[src/hw/cpfc_pkg.sv]
// Constants for the cell protection FET control block.
package cpfc_pkg;
  localparam int unsigned CLK_HZ = 50_000_000;
  // Delay times in microseconds, as specified.
  localparam int unsigned OV_DELAY_US = 1_000_000;
  localparam int unsigned OV_REL_DELAY_US = 8_000;
  localparam int unsigned UV_DELAY_US = 24_000;
  localparam int unsigned UV_REL_DELAY_US = 4_000;
  localparam int unsigned OC_DELAY_US = 12_000;
  localparam int unsigned SC_DELAY_US = 400;
  localparam int unsigned OC_REL_DELAY_US = 4_000;
  // Cycle counts derived from the clock rate.
  localparam int unsigned CYC_PER_US = CLK_HZ / 1_000_000;
  localparam int unsigned OV_CYC = OV_DELAY_US * CYC_PER_US;
  localparam int unsigned OV_REL_CYC = OV_REL_DELAY_US * CYC_PER_US;
  localparam int unsigned UV_CYC = UV_DELAY_US * CYC_PER_US;
  localparam int unsigned UV_REL_CYC = UV_REL_DELAY_US * CYC_PER_US;
  localparam int unsigned OC_CYC = OC_DELAY_US * CYC_PER_US;
  localparam int unsigned SC_CYC = SC_DELAY_US * CYC_PER_US;
  localparam int unsigned OC_REL_CYC = OC_REL_DELAY_US * CYC_PER_US;
  localparam int unsigned CNT_W = 26;
  localparam logic [CNT_W-1:0] CNT_RST = 26'h000_0000;
endpackage

[src/hw/cpfc_top.sv]
// Fault qualification and gate control for a single-cell protector.
`timescale 1ns/1ns
module cpfc_top #(
  parameter int unsigned OV_CYC = cpfc_pkg::OV_CYC,
  parameter int unsigned OV_REL_CYC = cpfc_pkg::OV_REL_CYC,
  parameter int unsigned UV_CYC = cpfc_pkg::UV_CYC,
  parameter int unsigned UV_REL_CYC = cpfc_pkg::UV_REL_CYC,
  parameter int unsigned OC_CYC = cpfc_pkg::OC_CYC,
  parameter int unsigned SC_CYC = cpfc_pkg::SC_CYC,
  parameter int unsigned OC_REL_CYC = cpfc_pkg::OC_REL_CYC
) (
  // Clock and reset.
  input wire logic mclk_i,
  input wire logic rstn_i,
  // Comparator flags from the analog front end.
  input wire logic charging_i,
  input wire logic discharging_i,
  input wire logic over_voltage_i,
  input wire logic below_release_i,
  input wire logic under_voltage_i,
  input wire logic over_current_i,
  input wire logic short_circuit_i,
  // Gate and status outputs.
  output logic charge_fet_gate_o,
  output logic discharge_fet_gate_o,
  output logic release_pulldown_o,
  output logic standby_o
);
  typedef enum logic [3:0] {
    ST_NORMAL = 4'b0001,
    ST_UNDERV = 4'b0010,
    ST_OVERC = 4'b0100,
    ST_SHORT = 4'b1000
  } cpfc_dstate_type;

  logic rst_meta_r, rst_sync_r;
  always_ff @(posedge mclk_i or negedge rstn_i) begin
    if (!rstn_i) begin
      rst_meta_r <= 1'b0;
      rst_sync_r <= 1'b0;
    end else begin
      rst_meta_r <= 1'b1;
      rst_sync_r <= rst_meta_r;
    end
  end
  wire rstn = rst_sync_r;

  // Two-stage synchronisers for the seven pin inputs.
  logic [6:0] in_meta_r, in_sync_r;
  always_ff @(posedge mclk_i or negedge rstn) begin
    if (!rstn) begin
      in_meta_r <= 7'h00;
      in_sync_r <= 7'h00;
    end else begin
      in_meta_r <= {charging_i, discharging_i, over_voltage_i, below_release_i,
                    under_voltage_i, over_current_i, short_circuit_i};
      in_sync_r <= in_meta_r;
    end
  end
  wire chg = in_sync_r[6];
  wire dsg = in_sync_r[5];
  wire ov = in_sync_r[4];
  wire rel = in_sync_r[3];
  wire uv = in_sync_r[2];
  wire oc = in_sync_r[1];
  wire sc = in_sync_r[0];

  logic chg_off_r, chg_off_nxt;
  logic [cpfc_pkg::CNT_W-1:0] ccnt_r, ccnt_nxt;
  cpfc_dstate_type dst_r, dst_nxt;
  logic [cpfc_pkg::CNT_W-1:0] dcnt_r, dcnt_nxt;
  logic [cpfc_pkg::CNT_W-1:0] scnt_r, scnt_nxt;
  logic cg_r, dg_r, pd_r, sb_r;

  // Charge side.
  always_comb begin
    chg_off_nxt = chg_off_r;
    ccnt_nxt = cpfc_pkg::CNT_RST;
    if (!chg_off_r) begin
      if (chg && ov) begin
        ccnt_nxt = ccnt_r + 1'b1;
        if (ccnt_r == cpfc_pkg::CNT_W'(OV_CYC - 1)) begin
          chg_off_nxt = 1'b1;
          ccnt_nxt = cpfc_pkg::CNT_RST;
        end
      end
    end else if (rel) begin
      ccnt_nxt = ccnt_r + 1'b1;
      if (ccnt_r == cpfc_pkg::CNT_W'(OV_REL_CYC - 1)) begin
        chg_off_nxt = 1'b0;
        ccnt_nxt = cpfc_pkg::CNT_RST;
      end
    end
  end

  // Discharge side; short circuit runs its own timer beside overcurrent.
  always_comb begin
    dst_nxt = dst_r;
    dcnt_nxt = cpfc_pkg::CNT_RST;
    scnt_nxt = cpfc_pkg::CNT_RST;
    case (dst_r)
      ST_NORMAL: begin
        if (sc) begin
          scnt_nxt = scnt_r + 1'b1;
        end
        if (sc && scnt_r == cpfc_pkg::CNT_W'(SC_CYC - 1)) begin
          dst_nxt = ST_SHORT;
          scnt_nxt = cpfc_pkg::CNT_RST;
        end else if (oc) begin
          dcnt_nxt = dcnt_r + 1'b1;
          if (dcnt_r == cpfc_pkg::CNT_W'(OC_CYC - 1)) begin
            dst_nxt = ST_OVERC;
            dcnt_nxt = cpfc_pkg::CNT_RST;
          end
        end else if (dsg && uv) begin
          dcnt_nxt = dcnt_r + 1'b1;
          if (dcnt_r == cpfc_pkg::CNT_W'(UV_CYC - 1)) begin
            dst_nxt = ST_UNDERV;
            dcnt_nxt = cpfc_pkg::CNT_RST;
          end
        end
      end
      ST_UNDERV: begin
        if (!uv) begin
          dcnt_nxt = dcnt_r + 1'b1;
          if (dcnt_r == cpfc_pkg::CNT_W'(UV_REL_CYC - 1)) begin
            dst_nxt = ST_NORMAL;
            dcnt_nxt = cpfc_pkg::CNT_RST;
          end
        end
      end
      ST_OVERC, ST_SHORT: begin
        if (!oc) begin
          dcnt_nxt = dcnt_r + 1'b1;
          if (dcnt_r == cpfc_pkg::CNT_W'(OC_REL_CYC - 1)) begin
            dst_nxt = ST_NORMAL;
            dcnt_nxt = cpfc_pkg::CNT_RST;
          end
        end
      end
      default: begin
        dst_nxt = ST_NORMAL;
      end
    endcase
  end

  always_ff @(posedge mclk_i or negedge rstn) begin
    if (!rstn) begin
      chg_off_r <= 1'b0;
      ccnt_r <= cpfc_pkg::CNT_RST;
      dst_r <= ST_NORMAL;
      dcnt_r <= cpfc_pkg::CNT_RST;
      scnt_r <= cpfc_pkg::CNT_RST;
      cg_r <= 1'b0;
      dg_r <= 1'b0;
      pd_r <= 1'b0;
      sb_r <= 1'b0;
    end else begin
      chg_off_r <= chg_off_nxt;
      ccnt_r <= ccnt_nxt;
      dst_r <= dst_nxt;
      dcnt_r <= dcnt_nxt;
      scnt_r <= scnt_nxt;
      cg_r <= !chg_off_nxt;
      dg_r <= (dst_nxt == ST_NORMAL);
      pd_r <= (dst_nxt == ST_OVERC) || (dst_nxt == ST_SHORT);
      sb_r <= (dst_nxt == ST_UNDERV);
    end
  end

  assign charge_fet_gate_o = cg_r;
  assign discharge_fet_gate_o = dg_r;
  assign release_pulldown_o = pd_r;
  assign standby_o = sb_r;
endmodule

[config.mk]
export PLATFORM = sky130hd
export DESIGN_NAME = cpfc_top
export DESIGN_NICKNAME = d
export VERILOG_FILES = /design/src/hw/cpfc_pkg.sv /design/src/hw/cpfc_top.sv
export SDC_FILE = /design/constraint.sdc
export NUM_CORES = 1
export LEC_CHECK = 0
export BUFFER_PORTS_ARGS = -buffer_cell sky130_fd_sc_hd__buf_4
export CORE_AREA = 5 5 125 127
export DETAILED_ROUTE_END_ITERATION = 8
export DIE_AREA = 0 0 130 132
export GPL_TIMING_DRIVEN = 0
export PLACE_DENSITY_LB_ADDON = 0.12
export SLEW_MARGIN = 0
export SYNTH_ARGS = -nofsm -noshare
export SYNTH_HDL_FRONTEND = slang
export SYNTH_SLANG_ARGS = --single-unit
export TNS_END_PERCENT = 5
[constraint.sdc]
create_clock -name mclk_i -period 6.18 [get_ports mclk_i]
set_clock_uncertainty 0.15 [all_clocks]
set_input_delay 0.927 -clock mclk_i [delete_from_list [all_inputs] [get_ports mclk_i]]
set_output_delay 0.927 -clock mclk_i [all_outputs]
set_load 0.02 [all_outputs]
==> impl_metrics.tcl, run 1 <==
set metrics [dict create \
    startpoint_type "flop" \
    final_net_count 514 \
    setup_tns_ps 0 \
    maxCapViolCount 0 \
    tritoncts "yes" \
    cp_max_fo 10 \
    synth-seq-cells 103 \
    drive_above_1_share_pct 13.02 \
    area_growth_pct 14.10 \
    dpl.hpwl_um 6807 \
    portBuffers 12 \
    drc 0 \
    ys_types 49 \
    yosysSeqAreaShare_pct 52.08 \
    status "finished clean" \
    yosysWarnings 0 \
    via_count 3461 \
    grt_max_degree 56 \
    fmax_mhz 324.9 \
    grt_pass1_vias 3477 \
    clkSinkCount 103 \
    grt_overflow_total 0 \
    die_y_um 132 \
    maxSlewViolCount 0 \
    cp.arrival_ps 3130 \
    clk_pin_slew_ps 60 \
    irDropWorstVdd_uv 115.6 \
    viasPerCell 5.009 \
    endpoint_kind "flop" \
    synthFlopType "dfrtp_1" \
    powerDensity_mw_per_mm2 247.9 \
    avgSynthCellArea_um2 10.36 \
    gp_congestion 0.8066 \
    rsz0062_at_grt "no" \
    p_leak_nw 2.234 \
    ant_nets 0 \
    syn_area_mm2 0.004951 \
    firstDrtPassIters 4 \
    fillers 1396 \
    seqCellArea_mm2 0.002582 \
    wirelength_um 9845 \
    cts.repair.resized 0 \
    finalCritPeriodShare_pct 49.80 \
    setup_violations 0 \
    cts_buffers 9 \
    fin_crit_ps 3078 \
    finalHoldViolations 0 \
    synth_nets 490 \
    final_cell_mix "dfrtp_1, nor2_1, xor2_1" \
    antenna_found_initial 0 \
    crit_type "flop to flop" \
    first_iter_violations 177 \
    rows 44 \
    die_w_um 130 \
    track_usage_pct 12.43 \
    syn_inst 478 \
    worst_pin_slew_ps 1272 \
    die_area_mm2 0.01716 \
    cts_root_buffer "clkbuf_16" \
    wl_per_cell_um 14.25 \
    cts_setup_buffers 0 \
    core_mm2 0.01431 \
    worst-endpoint-required_ps 6240 \
    start_util_pct 34.59 \
    relSlewSlack_pct 14.39 \
    final_common_cell "dfrtp_1" \
    htreeDepth 3 \
    cts_max_path_buffers 2 \
    min_path_type "input pin to asynchronous set/reset pin" \
    io_pins 13 \
    synth-edff-count 0 \
    design_area_mm2 0.005649 \
    multi_input_area_mm2 0.002255 \
    dpl_cell_area_mm2 0.005303 \
    clk_latency_ps 350 \
    antenna_cells 0 \
    async_reset_ff_share_pct 100.0 \
    grt_pass1_wl_um 17240 \
    cts_hold_buf 0 \
]
## sequential cells by signal, indices dropped and copies added (netlist names), 4 cells and up
register,cells
in_sync_r,7
dst_r,4
in_meta_r,7
dcnt_r,26
scnt_r,26
ccnt_r,26
## stage by stage
stage                     std cells  util [%]  power [mW]  hold WS [ps]  setup slack, ps
after floorplan                 478         -      0.7399         181.2             2950
after global placement          674     36.83      0.7554         183.3             1684
after detailed placement        675     37.05      0.7591         184.7             3114
after CTS                       691     39.47       1.429         183.5             3100
after global routing            691     39.47       1.461         186.9             2981
final                           691     39.47       1.400         198.4             3102
## critical path, stage by stage (launching register included)
cell and delay, ps:
dfrtp_1 470, or4b_2 700, nor4_1 180, nand2_1 180
nand2b_1 110, clkbuf_1 370, buf_1 670, a21oi_2 110
## final timing paths
kind	from	endpoint	slack (ps)	cells after the start
setup / recovery	dcnt_r[13]	dcnt_r[3]	3100	7
setup reg to reg	dcnt_r[13]	dcnt_r[3]	3100	7
max in group asynchronous	rst_sync_r	dst_r[0]	4930	1
hold / removal	rstn_i	rst_sync_r	200	1
hold reg to reg	in_meta_r[6]	in_sync_r[6]	200	0
min in group mclk_i	in_meta_r[6]	in_sync_r[6]	200	0
## synth_stat cells, types with 3 or more instances
library cell / count / area share, %
dfrtp_1: 102 / 52
nor2_1: 69 / 5.2
xor2_1: 40 / 7.1
nand2_1: 34 / 2.6
xnor2_1: 33 / 5.8
nand3_1: 29 / 2.9
nand4_1: 24 / 3.0
a21oi_2: 20 / 3.5
nor3_1: 14 / 1.4
and3_1: 12 / 1.5
nor4_1: 11 / 1.4
or4_1: 9 / 1.4
a21oi_1: 8 / 0.81
inv_1: 7 / 0.53
and4_1: 6 / 1.1
clkbuf_1: 6 / 0.45
nor4b_1: 4 / 0.71
o21ai_0: 4 / 0.40
ha_1: 3 / 0.76
or3_1: 3 / 0.38
## cell families (layout without fill, tap and decap cells)
logic type                 after synthesis  count (layout)  share of synthesized area [%]
other                                    1               1                        0.07574
and+or+nand+nor                        233             233                          24.97
buffers and inverters                   20              49                          2.375
xor gates and xnor gates                73              73                          12.91
DFF                                    103             103                          52.09
AOI/OAI and AO/OA                       45              45                          6.824
adders and majority gates                3               3                         0.7582
## per-layer routing
layer / GRT usage, % / up-vias / share of wire, %
li1: - / 1730 / -
met3: 2.066 / 18 / 1.9
met4: 5.716 / 0 / 2.5
met5: 0 / - / 0
met1: 17.14 / 1669 / 49
met2: 19.05 / 44 / 47
## layout make-up
cell class	count	area share, %
inverter	7	0.4651
buffer	13	1.617
clock inverter	6	1.905
sequential	103	45.71
tap	184	4.075
timing repair buffer	13	2.082
multi-input combinational	355	39.91
clock buffer	10	4.230
## where the power goes
group	leakage (nW)	internal [mW]	switching (mW)	total (mW)
Clock	0.168	0.405	0.251	0.657
Sequential	1.38	0.686	0.0158	0.702
Combinational	0.685	0.0178	0.0244	0.0422
(Power assumes the default switching activity.)
==> inputs of run 2 (changes only) <==
--- a/config.mk
+++ b/config.mk
@@ -5,10 +5,11 @@
 export SDC_FILE = /design/constraint.sdc
 export NUM_CORES = 1
 export LEC_CHECK = 0
+export ABC_AREA = 1
 export BUFFER_PORTS_ARGS = -buffer_cell sky130_fd_sc_hd__buf_4
-export CORE_AREA = 5 5 125 127
+export CORE_AREA = 5 5 138 140
 export DETAILED_ROUTE_END_ITERATION = 8
-export DIE_AREA = 0 0 130 132
+export DIE_AREA = 0 0 143 145
 export GPL_TIMING_DRIVEN = 0
 export PLACE_DENSITY_LB_ADDON = 0.12
 export SLEW_MARGIN = 0
==> constraint.sdc (replaced) <==
create_clock -name mclk_i -period 3.1 [get_ports mclk_i]
set_clock_uncertainty 0.15 [all_clocks]
set_input_delay 0.465 -clock mclk_i [delete_from_list [all_inputs] [get_ports mclk_i]]
set_output_delay 0.465 -clock mclk_i [all_outputs]
set_load 0.02 [all_outputs]
==> impl_metrics.tcl, run 2 <==
set metrics [dict create \
    cts_buffers 9 \
    clk_latency_ps 350 \
    crit_end "ccnt_r[23]" \
    cp_max_fo 10 \
    firstDrtPassIters 5 \
    status "finished clean" \
    avgSynthCellArea_um2 7.307 \
    syn_inst 827 \
    cp.arrival_ps 2310 \
    ant_nets 0 \
    fin_crit_ps 2234 \
    htreeDepth 3 \
    slowest_stage "dfrtp_1" \
    worst_pin_slew_ps 748.2 \
    via_count 5244 \
    drc 0 \
    synth-seq-cells 103 \
    maxCapViolCount 0 \
    wl_per_cell_um 14.23 \
    antenna_found_initial 0 \
    cts_setup_buffers 0 \
    hold_start "over_current_i" \
    regToRegStartpoint "ccnt_r[0]" \
    finalCritPeriodShare_pct 72.08 \
    dpl.hpwl_um 12030 \
    core_mm2 0.01772 \
    startpoint_type "flop" \
    tritoncts "yes" \
    viasPerCell 4.829 \
    die_y_um 145 \
    relSlewSlack_pct 49.74 \
    rows 49 \
    max_stage_delay_ps 420 \
    fmax_mhz 447.5 \
    start_util_pct 34.11 \
    async_reset_ff_share_pct 100.0 \
    crit_type "flop to flop" \
    irDropWorstVdd_uv 272.7 \
    synth.top_cell.area_share_pct 42.24 \
    cts_root_buffer "clkbuf_16" \
    grt_pass1_wl_um 26360 \
    synthTopCellsByArea "dfrtp_1, nand2_1, nor2_1" \
    ys_types 38 \
    syn_area_mm2 0.006043 \
    top_regs "ccnt_r: 26 flops, dcnt_r: 26 flops, scnt_r: 26 flops" \
    synth_nets 839 \
    cp-startpoint "ccnt_r[0]" \
    wirelength_um 15450 \
    powerDensity_mw_per_mm2 422.0 \
    first_iter_violations 351 \
    clk_pin_slew_ps 80 \
    synth_most_common_cell "nand2_1" \
    grt_max_degree 67 \
    io_pins 13 \
    r2r_cells 7 \
    fillers 1904 \
    netlist_top_cells_count "nand2_1, nor2_1, dfrtp_1, inv_1, nand3_1" \
    endpoint_kind "flop" \
    finalHoldViolations 0 \
    track_usage_pct 15.69 \
    yosys.area.top_type "dfrtp_1" \
    final_common_cell "nand2_1" \
    cts_max_path_buffers 2 \
    p_total_mw 2.847 \
    area_growth_pct 11.66 \
    cp_cell_sequence "ha_1 > nand3_2 > nor3_2 > nand3_1 > nand3_1 > buf_2 > a21oi_1" \
    p_leak_nw 2.887 \
    die_w_um 143 \
    yosysSeqAreaShare_pct 42.67 \
    grt_overflow_total 0 \
    die_area_mm2 0.02074 \
    drive_above_1_share_pct 7.585 \
    gp_congestion 0.9225 \
    setup_violations 0 \
    antenna_cells 0 \
    final_cell_mix "nand2_1, nor2_1, inv_1, dfrtp_1, nand3_1" \
    final_net_count 864 \
    portBuffers 12 \
    rsz0062_at_grt "no" \
    setup_tns_ps 0 \
    min_path_type "input pin to flop" \
    synth-edff-count 0 \
    yosysWarnings 0 \
    worst-endpoint-required_ps 3170 \
    grt_pass1_vias 5154 \
    clkSinkCount 103 \
    maxSlewViolCount 0 \
    r2r_end "ccnt_r[23]" \
    crit_top_cell "nand3_1" \
    regToRegSetupSlack_ps 870 \
    synthFlopType "dfrtp_1" \
]
-- run 2: per-stage QoR --
stage / std cells / worst slack (ps) / area (um^2) / hold WS [ps] / utilization [%]
detailed placement: 1069 / 846.2 / 6451 / 98.97 / 36.41
floorplan: 827 / 1223 / 6045 / 19.41 / -
global placement: 1068 / 453.1 / 6421 / 98.52 / 36.24
CTS: 1086 / 841.7 / 6748 / 48.48 / 38.08
finish: 1086 / 865.6 / 6748 / 65.73 / 38.08
global route: 1086 / 696.8 / 6748 / 41.90 / 38.08
-- run 2: cell type report --
cell class	instances	area [um^2]	share of cell area [%]
Tap cell	229	286.5	4.246
Multi-Input combinational cell	609	2985	44.24
Clock inverter	6	57.56	0.8530
Timing Repair Buffer	14	127.6	1.891
Inverter	102	382.9	5.674
Sequential cell	103	2582	38.27
Clock buffer	10	229.0	3.393
Buffer	13	96.34	1.428
-- run 2: critical path, delay by kind of cell (launching register included) --
family / cells / cell delay (ps)
AOI/OAI and AO/OA: 1 / 100
adders and majority gates: 1 / 320
buffers and inverters: 1 / 290
DFF: 1 / 420
and+or+nand+nor: 4 / 840
-- run 2: kinds of logic after synthesis --
logic type               Yosys count  share of synthesized area, %
other                              1                       0.06205
AND/OR/NAND/NOR                  497                         36.63
adder cells (fa/ha/maj)            3                        0.6212
flip-flops                       103                         42.67
XOR/XNOR                          39                         5.652
AO/OA/AOI/OAI                     69                         6.439
buffers and inverters            115                         7.929
-- run 2: metal layers --
layer	vias to the layer above	GRT usage, %	wire (um)
met5	-	0	0
met4	0	5.418	452
met3	33	2.698	495
met2	97	24.65	7123
met1	2398	21.83	7379
li1	2716	-	-
-- run 2: report_power, final --
| part | internal, mW | switching, mW | total, mW |
|---|---|---|---|
| Clock | 0.568 | 0.551 | 1.12 |
| Sequential | 1.39 | 0.0453 | 1.44 |
| Combinational | 0.0978 | 0.194 | 0.291 |
| Total | 2.06 | 0.790 | 2.85 |
-- run 2: repair_timing --
action | in CTS | in global routing
gates resized for setup | 0 | 0
endpoints found under the hold margin | 2 | 0
hold buffers | 1 | 0
-- run 2: worst min path at each step --
stage | to | slack [ps] | depth (start not counted)
5_1_grt | in_meta_r[5] | 40 | 1
3_5_place_dp | rst_meta_r | 100 | 1
6_report | in_meta_r[1] | 70 | 1
3_3_place_gp | rst_meta_r | 100 | 1
4_1_cts | in_meta_r[5] | 50 | 1
2_1_floorplan | rst_meta_r | 20 | 0
==> inputs of run 3 (changes only) <==
--- a/config.mk
+++ b/config.mk
@@ -5,11 +5,11 @@
 export SDC_FILE = /design/constraint.sdc
 export NUM_CORES = 1
 export LEC_CHECK = 0
-export ABC_AREA = 1
+export ABC_AREA = 0
 export BUFFER_PORTS_ARGS = -buffer_cell sky130_fd_sc_hd__buf_4
-export CORE_AREA = 5 5 138 140
+export CORE_AREA = 5 5 125 127
 export DETAILED_ROUTE_END_ITERATION = 8
-export DIE_AREA = 0 0 143 145
+export DIE_AREA = 0 0 130 132
 export GPL_TIMING_DRIVEN = 0
 export PLACE_DENSITY_LB_ADDON = 0.12
 export SLEW_MARGIN = 0
==> constraint.sdc (replaced) <==
create_clock -name mclk_i -period 2.26 [get_ports mclk_i]
set_clock_uncertainty 0.15 [all_clocks]
set_input_delay 0.339 -clock mclk_i [delete_from_list [all_inputs] [get_ports mclk_i]]
set_output_delay 0.339 -clock mclk_i [all_outputs]
set_load 0.02 [all_outputs]
==> impl_metrics.tcl, run 3 (same netlist as run 1, synthesis figures left out) <==
set metrics [dict create \
    tritoncts "yes" \
    clkSinkCount 103 \
    clk_latency_ps 350 \
    maxSlewViolCount 0 \
    cts_max_path_buffers 2 \
    endpoint_kind "flop" \
    drive_above_1_share_pct 17.59 \
    final_cell_mix "dfrtp_1, nor2_1, xor2_1" \
    cts_buffers 9 \
    die_y_um 132 \
    io_pins 13 \
    dpl_cell_area_mm2 0.005303 \
    gp_congestion 0.7970 \
    violations "setup timing" \
    final_net_count 530 \
    setup_violations 52 \
    antenna_found_initial 0 \
    multi_input_area_mm2 0.002327 \
    status "finished with violations" \
    core_mm2 0.01431 \
    firstDrtPassIters 4 \
    setup_tns_ps -15840 \
    place_ws_ps -812.6 \
    met3_length_um 236 \
    portBuffers 12 \
    cp.arrival_ps 2840 \
    setup_ws_ps -492.6 \
    worst-endpoint-required_ps 2340 \
    route.met2.wl_um 4908 \
    clk_pin_slew_ps 60 \
    first_iter_violations 177 \
    topRoutingLayerUsed "met4" \
    worst_pin_slew_ps 1313 \
    finalCritPeriodShare_pct 121.8 \
    fin_crit_ps 2753 \
    cp_max_fo 6 \
    design_area_mm2 0.005887 \
    final_common_cell "dfrtp_1" \
    min_path_type "input pin to asynchronous set/reset pin" \
    relSlewSlack_pct 11.69 \
    crit_type "flop to flop" \
    viasPerCell 5.075 \
    cts_root_buffer "clkbuf_16" \
    wl_met1_um 4852 \
    wl_per_cell_um 14.44 \
    grt_max_degree 61 \
    fmax_mhz 363.3 \
    track_usage_pct 12.34 \
    grt_pass1_vias 3453 \
    p_leak_nw 2.340 \
    fillers 1376 \
    whs_ps 158.8 \
    rows 44 \
    wirelength_um 10210 \
    area_growth_pct 18.90 \
    die_w_um 130 \
    finalCoreUtilization_pct 41.13 \
    ant_nets 0 \
    powerDensity_mw_per_mm2 601.7 \
    layout.cells.non_filler 707 \
    die_area_mm2 0.01716 \
    rsz0062_at_grt "yes" \
    start_util_pct 34.59 \
    dpl.hpwl_um 6788 \
    grt_overflow_total 0 \
    grt_pass1_wl_um 17040 \
    irDropWorstVdd_uv 320.6 \
    seqCellArea_mm2 0.002584 \
    via_count 3588 \
    drc 0 \
    finalHoldViolations 0 \
    antenna_cells 0 \
    dp_cells 675 \
    top_regs "ccnt_r: 26 flops, dcnt_r: 26 flops, scnt_r: 26 flops" \
    p_total_mw 3.542 \
    htreeDepth 3 \
    startpoint_type "flop" \
    maxCapViolCount 0 \
]
-- run 3: final cells by class --
cell class / instances / share of cell area [%]
buffer: 11 / 2.019
clock buffer: 13 / 4.421
clock inverter: 3 / 0.2976
inverter: 7 / 0.4463
multi-input combinational: 355 / 39.53
sequential: 103 / 43.89
tap: 184 / 3.911
timing repair buffer: 31 / 5.484
-- run 3: path summary, 6_finish.rpt --
check / to / start / slack [ps] / cells after the start
worst max-delay path: dcnt_r[23] / dcnt_r[25] / -490 / 7
worst min-delay path: rst_sync_r / rstn_i / 160 / 2
worst max register to register: dcnt_r[23] / dcnt_r[25] / -490 / 7
worst min register to register: in_sync_r[3] / rst_sync_r / 190 / 0
max in group asynchronous: dst_r[0] / rst_sync_r / 1030 / 1
min in group mclk_i: in_sync_r[4] / in_meta_r[4] / 200 / 0
-- run 3: metal layers --
layer  vias up  track usage [%]
li1       1762                -
met1      1765            16.37
met2        45            19.57
met3        16            2.188
met4         0            5.658
met5         -                0
-- run 3: power by group --
| group | internal [mW] | total (mW) | switching [mW] |
|---|---|---|---|
| Clock | 0.804 | 1.46 | 0.657 |
| Combinational | 0.0824 | 0.161 | 0.0787 |
| Sequential | 1.88 | 1.92 | 0.0439 |
| Total | 2.76 | 3.54 | 0.780 |
-- run 3: what timing repair did --
| action | 4_1_cts | 5_1_grt |
|---|---|---|
| hold buffers | 8 | 0 |
| gates cloned | 1 | 1 |
| buffers inserted | 6 | 2 |
| gates resized for setup | 29 | 10 |
| endpoints found under the setup margin | 81 | 80 |
| pin swaps | 12 | 8 |
| hold endpoints to repair | 9 | 0 |
-- run 3: critical path, stage by stage, from the launching register on --
cell	delay, ps
dfrtp_1	390
or4_4	540
or4_4	550
or4_4	530
nand4_4	150
buf_12	140
clkbuf_16	150
a21oi_2	40
